<file path="config.mk">
export PLATFORM = sky130hd
export DESIGN_NAME = ahbp_port
export DESIGN_NICKNAME = d
export VERILOG_FILES = /design/src/design/ahbp_pkg.sv /design/src/design/ahbp_edge.sv /design/src/design/ahbp_port.sv
export SDC_FILE = /design/constraint.sdc
export NUM_CORES = 1
export LEC_CHECK = 0
export ABC_AREA = 1
export BUFFER_PORTS_ARGS = -buffer_cell sky130_fd_sc_hd__buf_2
export CAP_MARGIN = 30
export CORE_MARGIN = 2
export CORE_UTILIZATION = 46
export DETAILED_ROUTE_END_ITERATION = 6
export PLACE_DENSITY = 0.79
export SETUP_SLACK_MARGIN = 0.05
export SYNTH_ARGS = -nofsm -noshare
export SYNTH_HDL_FRONTEND = slang
export SYNTH_HIERARCHICAL = 1
export SYNTH_SLANG_ARGS = --single-unit
</file>
<file path="constraint.sdc">
create_clock -name sys_clk -period 1.3 [get_ports sys_clk]
set_clock_uncertainty 0.1 [all_clocks]
set_input_delay 0.13 -clock sys_clk [delete_from_list [all_inputs] [get_ports sys_clk]]
set_output_delay 0.13 -clock sys_clk [all_outputs]
set_load 0.01 [all_outputs]
</file>
<file path="src/design/ahbp_pkg.sv">
// What this block does
// - width select high: upper data pins float, all traffic on low eight pins.
// - width select low: instructions and results use all sixteen pins.
// - drive data pins only while read strobe and chip select are both low.
// - accept write data only while write strobe and chip select are low.
// - chip select low halts internal clocking; conversion resumes when it rises.
// - latch enable high makes the bus address pass through as valid.
// - latch enable falling with chip select low captures the five address lines.
// - latch enable low: address and chip select changes are ignored.
// - reading interrupt status holds int_n high only while read strobe is low; the pending interrupt is not cleared.
// - transfer request drops once reads have emptied the result buffer.
package ahbp_pkg;
  localparam int        AHBP_AW           = 5;
  localparam int        AHBP_DW           = 16;
  localparam int        AHBP_BW           = 8;
  localparam logic [4:0] AHBP_ADDR_INTSTAT = 5'h0a;
  localparam logic [4:0] AHBP_ADDR_FIFO    = 5'h1e;
  localparam logic [4:0] AHBP_ADDR_RST     = 5'h00;
  localparam logic [15:0] AHBP_DATA_RST    = 16'h0000;
endpackage : ahbp_pkg

</file>
<file path="src/design/ahbp_edge.sv">
`timescale 1ns/1ps
module ahbp_edge (
  // clock and reset
  input  wire logic sys_clk,
  input  wire logic rst_n,
  // sampled level
  input  wire logic level_in,
  // edge pulses
  output logic      rise,
  output logic      fall
);
  typedef struct packed {
    logic prev;
  } ahbp_edge_st_t;
  ahbp_edge_st_t s_q;
  ahbp_edge_st_t s_d;
  always_comb begin
    s_d.prev = level_in;
  end
  always_ff @(posedge sys_clk) begin
    if (!rst_n) begin
      s_q <= '{prev: 1'b1};
    end else begin
      s_q <= s_d;
    end
  end
  assign rise = level_in & ~s_q.prev;
  assign fall = ~level_in & s_q.prev;
endmodule : ahbp_edge

</file>
<file path="src/design/ahbp_port.sv">
`timescale 1ns/1ps
module ahbp_port
  import ahbp_pkg::*;
(
  // clock and reset
  input  wire logic               sys_clk,
  input  wire logic               rst_n,
  // host strobes
  input  wire logic               cs_n,
  input  wire logic               rd_n,
  input  wire logic               wr_n,
  input  wire logic               ale,
  input  wire logic               bus_width_select,
  input  wire logic [AHBP_AW-1:0] host_address_lines,
  // data pins
  input  wire logic [AHBP_DW-1:0] host_data_pins_i,
  output logic      [AHBP_DW-1:0] host_data_pins_o,
  output logic      [AHBP_DW-1:0] host_data_pins_oe,
  // core side
  input  wire logic [AHBP_DW-1:0] core_rdata,
  input  wire logic               core_int_pend,
  input  wire logic               core_fifo_empty,
  input  wire logic               core_dma_level,
  output logic                    core_clk_run,
  output logic      [AHBP_AW-1:0] core_addr,
  output logic                    core_wr_stb,
  output logic      [AHBP_DW-1:0] core_wdata,
  output logic                    core_rd_stb,
  // status pins
  output logic                    int_n,
  output logic                    transfer_request_out
);
  typedef struct packed {
    logic [AHBP_AW-1:0] addr;
    logic               cs_lat;
    logic [AHBP_DW-1:0] dout;
    logic [AHBP_DW-1:0] oe;
    logic               run;
    logic               wr_stb;
    logic [AHBP_DW-1:0] wdata;
    logic               rd_stb;
    logic               int_n;
    logic               dreq;
  } ahbp_st_t;

  ahbp_st_t s_q;
  ahbp_st_t s_d;
  logic     ale_rise;
  logic     ale_fall;
  logic     wr_rise;
  logic     rd_fall;

  ahbp_edge u_ale_edge (
    .sys_clk  (sys_clk),
    .rst_n    (rst_n),
    .level_in (ale),
    .rise     (ale_rise),
    .fall     (ale_fall)
  );
  ahbp_edge u_wr_edge (
    .sys_clk  (sys_clk),
    .rst_n    (rst_n),
    .level_in (wr_n),
    .rise     (wr_rise),
    .fall     ()
  );
  ahbp_edge u_rd_edge (
    .sys_clk  (sys_clk),
    .rst_n    (rst_n),
    .level_in (rd_n),
    .rise     (),
    .fall     (rd_fall)
  );

  // effective address: transparent while latch enable high
  function automatic logic [AHBP_AW-1:0] eff_addr(
    input logic al, input logic [AHBP_AW-1:0] a, input logic [AHBP_AW-1:0] l);
    eff_addr = al ? a : l;
  endfunction : eff_addr

  // lanes enabled by the width select
  function automatic logic [AHBP_DW-1:0] lane_mask(input logic bw);
    lane_mask = bw ? {{(AHBP_DW-AHBP_BW){1'b0}}, {AHBP_BW{1'b1}}}
                   : {AHBP_DW{1'b1}};
  endfunction : lane_mask

  logic               cs_eff;
  logic [AHBP_AW-1:0] a_eff;
  logic               rd_ok;
  logic               wr_ok;

  always_comb begin
    s_d = s_q;
    cs_eff = ale ? cs_n : s_q.cs_lat;
    a_eff = eff_addr(ale, host_address_lines, s_q.addr);
    rd_ok = ~rd_n & ~cs_eff;
    wr_ok = ~wr_n & ~cs_eff;
    if (ale) begin
      s_d.addr = host_address_lines;
      s_d.cs_lat = cs_n;
    end
    if (ale_fall && !cs_n) begin
      s_d.addr = host_address_lines;
      s_d.cs_lat = cs_n;
    end
    s_d.run = cs_n;
    s_d.oe = rd_ok ? lane_mask(bus_width_select) : '0;
    s_d.dout = rd_ok ? (core_rdata & lane_mask(bus_width_select))
                     : AHBP_DATA_RST;
    s_d.wr_stb = wr_rise & ~cs_eff;
    if (wr_ok) begin
      s_d.wdata = host_data_pins_i & lane_mask(bus_width_select);
    end
    s_d.rd_stb = rd_fall & ~cs_eff;
    s_d.int_n = ~core_int_pend;
    if (rd_ok && a_eff == AHBP_ADDR_INTSTAT) begin
      s_d.int_n = 1'b1;
    end
    s_d.dreq = core_dma_level & ~core_fifo_empty;
  end

  always_ff @(posedge sys_clk) begin
    if (!rst_n) begin
      s_q <= '{addr: AHBP_ADDR_RST, cs_lat: 1'b1, dout: AHBP_DATA_RST,
               oe: AHBP_DATA_RST, run: 1'b1, wr_stb: 1'b0,
               wdata: AHBP_DATA_RST, rd_stb: 1'b0, int_n: 1'b1,
               dreq: 1'b0};
    end else begin
      s_q <= s_d;
    end
  end

  assign host_data_pins_o     = s_q.dout;
  assign host_data_pins_oe    = s_q.oe;
  assign core_clk_run         = s_q.run;
  assign core_addr            = s_q.addr;
  assign core_wr_stb          = s_q.wr_stb;
  assign core_wdata           = s_q.wdata;
  assign core_rd_stb          = s_q.rd_stb;
  assign int_n                = s_q.int_n;
  assign transfer_request_out = s_q.dreq;

  chk_upper_float: assert property (@(posedge sys_clk) disable iff (!rst_n)
    $past(bus_width_select) |-> host_data_pins_oe[15:8] == 8'h00)
    else $error("upper lanes driven in byte mode");
  chk_wide_drive: assert property (@(posedge sys_clk) disable iff (!rst_n)
    $past(!bus_width_select && !rd_n && !cs_n && ale)
      |-> host_data_pins_oe == 16'hffff)
    else $error("wide read not driving all lanes");
  chk_read_drive: assert property (@(posedge sys_clk) disable iff (!rst_n)
    $past(!rd_n && !cs_n && ale) |-> host_data_pins_oe[7:0] == 8'hff)
    else $error("read not driving low lanes");
  chk_float_idle: assert property (@(posedge sys_clk) disable iff (!rst_n)
    $past(rd_n) |-> host_data_pins_oe == 16'h0000)
    else $error("pins driven without read");
  chk_write_take: assert property (@(posedge sys_clk) disable iff (!rst_n)
    core_wr_stb |-> $past(wr_n, 1) && !$past(wr_n, 2))
    else $error("write strobe without write");
  chk_clock_halt: assert property (@(posedge sys_clk) disable iff (!rst_n)
    $past(!cs_n) |-> !core_clk_run)
    else $error("clock runs during select");
  chk_addr_hold: assert property (@(posedge sys_clk) disable iff (!rst_n)
    $past(!ale) && !$past(ale, 2) |-> $stable(core_addr))
    else $error("latched address changed");
  chk_addr_pass: assert property (@(posedge sys_clk) disable iff (!rst_n)
    $past(ale) |-> core_addr == $past(host_address_lines))
    else $error("address not captured");
  chk_int_clear: assert property (@(posedge sys_clk) disable iff (!rst_n)
    $past(!rd_n && !cs_n && ale && host_address_lines == AHBP_ADDR_INTSTAT)
      |-> int_n)
    else $error("interrupt not cleared by status read");
  chk_dreq_empty: assert property (@(posedge sys_clk) disable iff (!rst_n)
    $past(core_fifo_empty) |-> !transfer_request_out)
    else $error("request high with empty buffer");
  cov_read: cover property (@(posedge sys_clk) !rd_n && !cs_n ##1 rd_n);
  cov_write: cover property (@(posedge sys_clk) core_wr_stb);
  cov_mux: cover property (@(posedge sys_clk) ale ##1 !ale && !cs_n);
endmodule : ahbp_port

</file>
Word-level counts from Yosys, hierarchy flattened --
Cells that the tools add are included.
Storage, ports and cells: register bits 62, output and inout bits 58
Cells by class: eq/ne operators 1, multiplexer cells 5, bitwise operators 18, reduce and logical (&&, ||, !) cells 6
Operators with widths (number):
- $and 16x16->16 | 2
- $mux 16 | 1
- $mux 6 | 2
- $and 1x1->1 | 8
- $not 1->1 | 8
- $eq 5x4->1 const B | 1
- $mux 5 | 1
- $logic_and 1x1->1 | 2
- $reduce_and 2->1 | 1
- $reduce_bool 2->1 | 1
- $reduce_or 2->1 | 1
- $logic_not 1->1 | 1
- $mux 1 | 1

Longest topological paths before layout --
depth in word-level cells 5, depth in mapped cells 7, gate-level depth less buffers 7

Cells and area by module --
Netlist, hierarchy kept.
By module, submodules not included:
- ahbp_port | times used 1, cells each 290, area each 2117.0 um2, sequential area each 900.9 um2
- ahbp_edge | times used 3, cells each 6, area each 38.8 um2, sequential area each 20.0 um2

Worst setup path before layout --
No wires, ideal clock.
path type flip-flop to flip-flop, from register u_ale_edge.s_q, to register s_q, in the netlist core_addr[0], setup time 0.116 ns, arrival 0.804 ns, required time 1.084 ns, slack 0.280 ns, stages on the path, launching flop included 8, period minus slack after synthesis 1.020 ns, cell sequence dfxtp_1 > inv_1 > nor2_1 > nand2_1 > nand2_1 > inv_1 > nor2_1 > nor2_1
Between the ends: longest elaborated chain between the ends 3, elaborated cells between the ends (all ways) 4, those cells by class mux (1); bitwise (1); reduce/logical (2)
Ends and longest elaborated chain:
- from (decl) | line ahbp_edge.sv:15 | ahbp_edge_st_t s_q;
- from (signal assigned) | line ahbp_edge.sv:22 | s_q <= '{prev: 1'b1};
- $and 1x1->1 * | line ahbp_edge.sv:28 | assign fall = ~level_in & s_q.prev;
- named net ale_fall | line ahbp_port.sv:49 | logic ale_fall;
- $logic_and 1x1->1 * | line ahbp_port.sv:102 | if (ale_fall && !cs_n) begin
- $mux 6 or $reduce_bool 2->1 (tied branches)
- to (signal assigned) | line ahbp_port.sv:124 | s_q <= '{addr: AHBP_ADDR_RST, cs_lat: 1'b1, dout: AHBP_DATA_RST,
- to (decl) | line ahbp_port.sv:46 | ahbp_st_t s_q;
The timed path passes the listed nets; every way through them passes the cells marked *. A chain may end at the register's enable or synchronous reset.

Worst setup path in the final report --
from input port wr_n, to register s_q, in the netlist core_wdata[1]
Between the ends: longest elaborated chain between the ends 2
Ends and longest elaborated chain:
- from (decl) | line ahbp_port.sv:11 | input wire logic wr_n,
- $not 1->1
- $and 1x1->1 | line ahbp_port.sv:97 | wr_ok = ~wr_n & ~cs_eff;
No other way between the ends.

==> metrics <==
vias in the first global route roughly 1,600; H-tree depth 2; largest net degree at the start of global routing 33; Clock Latency Late Sink between 0.2 and 0.3 ns; hold path start host_address_lines[1]; Reg2Reg Depth 7; Antenna diodes 0; cts bufs inserted 5; crit path launch type input port; Worst-Margin Slew 0.271 ns; Worst Path Buf+Inv 3; CP Data Arrival Time 1.31 ns; HPWL Detailed around 2.8 mm; Final Wtd Congestion roughly 0.81; Slew Limit Fails 0; placed cells 403; final wirelength ~4.5 mm; worst min path class input port to flop; Die Y 73.4 um; Wirelength per Cell around 10 um; final setup vio count 0; Critical Path Source wr_n; Final #Nets 437; Final Core Density 60.3%; crit-path max FO 8; CTS tree yes; # fillers between 400 and 500; Tmin final 1.19 ns; Net Count, Synth 351; Setup crit end core_wdata[1]; post-route ant nets 0; Clk pwr share 26.3%; VDD IR max 0.000458 V; Final Power 2.91 mW; vias per inst 4.22; 1st-pass router iterations 4; RR Endpoint core_addr[4]; Mapped Cells 304; Data required, critical path 1.42 ns; relative max-transition margin 81.9%; NetSw ~0.74 mW; Overflow after GRT 0; I/O pin cnt 105; Setup crit end kind flop; maxcap violations 0; sequential power share 54.6%; worst slack at placement approximately 0.18 ns; Clock Sinks 48; yosys warns 6; clock slew at reported path FFs 0.08 ns; vias 1,865; most frequent cell on the critical path nand2_1; family with the most delay on the worst path buffers and inverters; LEAKAGE about 1.7 nW; Cell Area, Synth 2220 um^2; wire length of the first global-routing pass 6.71 mm; P_int about 2.2 mW; r2r setup slk 0.18 ns; worst r2r src u_ale_edge/s_q; Die Wd 73.4 um; placed cell areas 2380 um^2; number of buffers added on ports roughly 100; largest incremental delay on the critical path 0.58 ns; DRC 0; RSZ-0062 raised after global routing false; antenna violations before repair 0; Max clock buf depth 2; hold slack 0.0118 ns; final setup margin 0.114 ns; Crit path depth 7; cells along the critical path dlygate4sd3_1 > inv_2 > nand3_4 > clkbuf_16 > nand2_1 > nand2_1 > nor2_1; number of DRC markers in iteration 0 a little under 60; Tcrit/Tclk final just over 90%; Starting Density 47.3%; max frequency 0.843 GHz; Final Hold Viols 0; Non-Filler Instances 442; post-synthesis area per instance 7.30 um^2; outcome finished, final reports clean; ratio of cells with drive above 1 in the final layout 33.2%; Core Area 4690 um^2; PwrDens about 1000 nW/um^2; CP Class input port to flop; Die Area about 5400 um^2; Setup TNS Final 0 ns; logic gate share of total power between 10% and 20%; slowest CP cell dlygate4sd3_1; post-route cell area 2830 um^2; Sw Ratio 25.3%; Syn-to-layout area delta 27.5%; Cell Rows 25; root buffer cell clkbuf_8; Total GRT Usage between 10% and 20%
flip-flops by register name, summed over array words and instances, names as in the netlist, 2 cells and up:
name	flops
core_addr	5
core_wdata	16
host_data_pins_o	16
host_data_pins_oe	2
power groups by stage:
stage	Clock [mW]	Combinational, mW	Sequential [mW]
after floorplan	0	0.368	1.62
after CTS	0.808	0.523	1.59
after global routing	0.858	0.622	1.60
final	0.765	0.554	1.59
after global placement	0	0.439	1.62
after detailed placement	0	0.446	1.62
how the worst min path moves through the flow:
stage / end / slack (ns) / cells after the start
6_report: core_addr[1] / 0.01 / 3
5_1_grt: host_data_pins_o[13] / 0.01 / 3
2_1_floorplan: u_ale_edge/s_q / 0.1 / 1
4_1_cts: core_addr[1] / 0.003 / 3
3_3_place_gp: transfer_request_out / 0.19 / 2
3_5_place_dp: transfer_request_out / 0.20 / 2
area by class of cell:
| class | count | area, um^2 | area share, % |
|---|---|---|---|
| inverters | 47 | 176 | 6.24 |
| flip-flops and latches | 48 | 961 | 34.0 |
| multi-input cells | 148 | 631 | 22.3 |
| repair buffers | 140 | 925 | 32.7 |
| clock buffers | 5 | 68.8 | 2.43 |
| well taps | 54 | 67.6 | 2.39 |
layer usage:
metal / part of all wire [%] / routed length [um] / GRT usage [%]
met1: 43 / 1930 / 17.0
met2: 51 / 2250 / 30.5
met3: 5.3 / 237 / 3.43
met4: 0.61 / 27 / 4.85
met5: 0 / 0 / 0
placed cells by master, fill, tap and decap left out:
| cell type | instances |
|---|---|
| inv_2 | 2 |
| nand2_4 | 1 |
| clkbuf_16 | 2 |
| buf_12 | 1 |
| buf_2 | 103 |
| buf_4 | 1 |
| clkbuf_8 | 5 |
| nor2_4 | 3 |
| o21ai_0 | 4 |
| dfxtp_1 | 48 |
| nand3_1 | 3 |
| nand3_4 | 1 |
| nand2_2 | 2 |
| nor2_2 | 7 |
| dlygate4sd3_1 | 32 |
| buf_6 | 1 |
| inv_1 | 45 |
| nand2_1 | 59 |
| nor2_1 | 68 |
worst min-delay path, stage by stage:
cell and delay, ns:
buf_2 0.09, nor2_1 0.04, nor2_1 0.09
what timing repair did:
action | 4_1_cts | 5_1_grt
hold buffers | 32 | 0
setup buffers | 0 | 0
gates resized for setup | 0 | 2
setup endpoints to repair | 0 | 10
hold endpoints to repair | 31 | 0
Power figures use the tool's default switching activity.
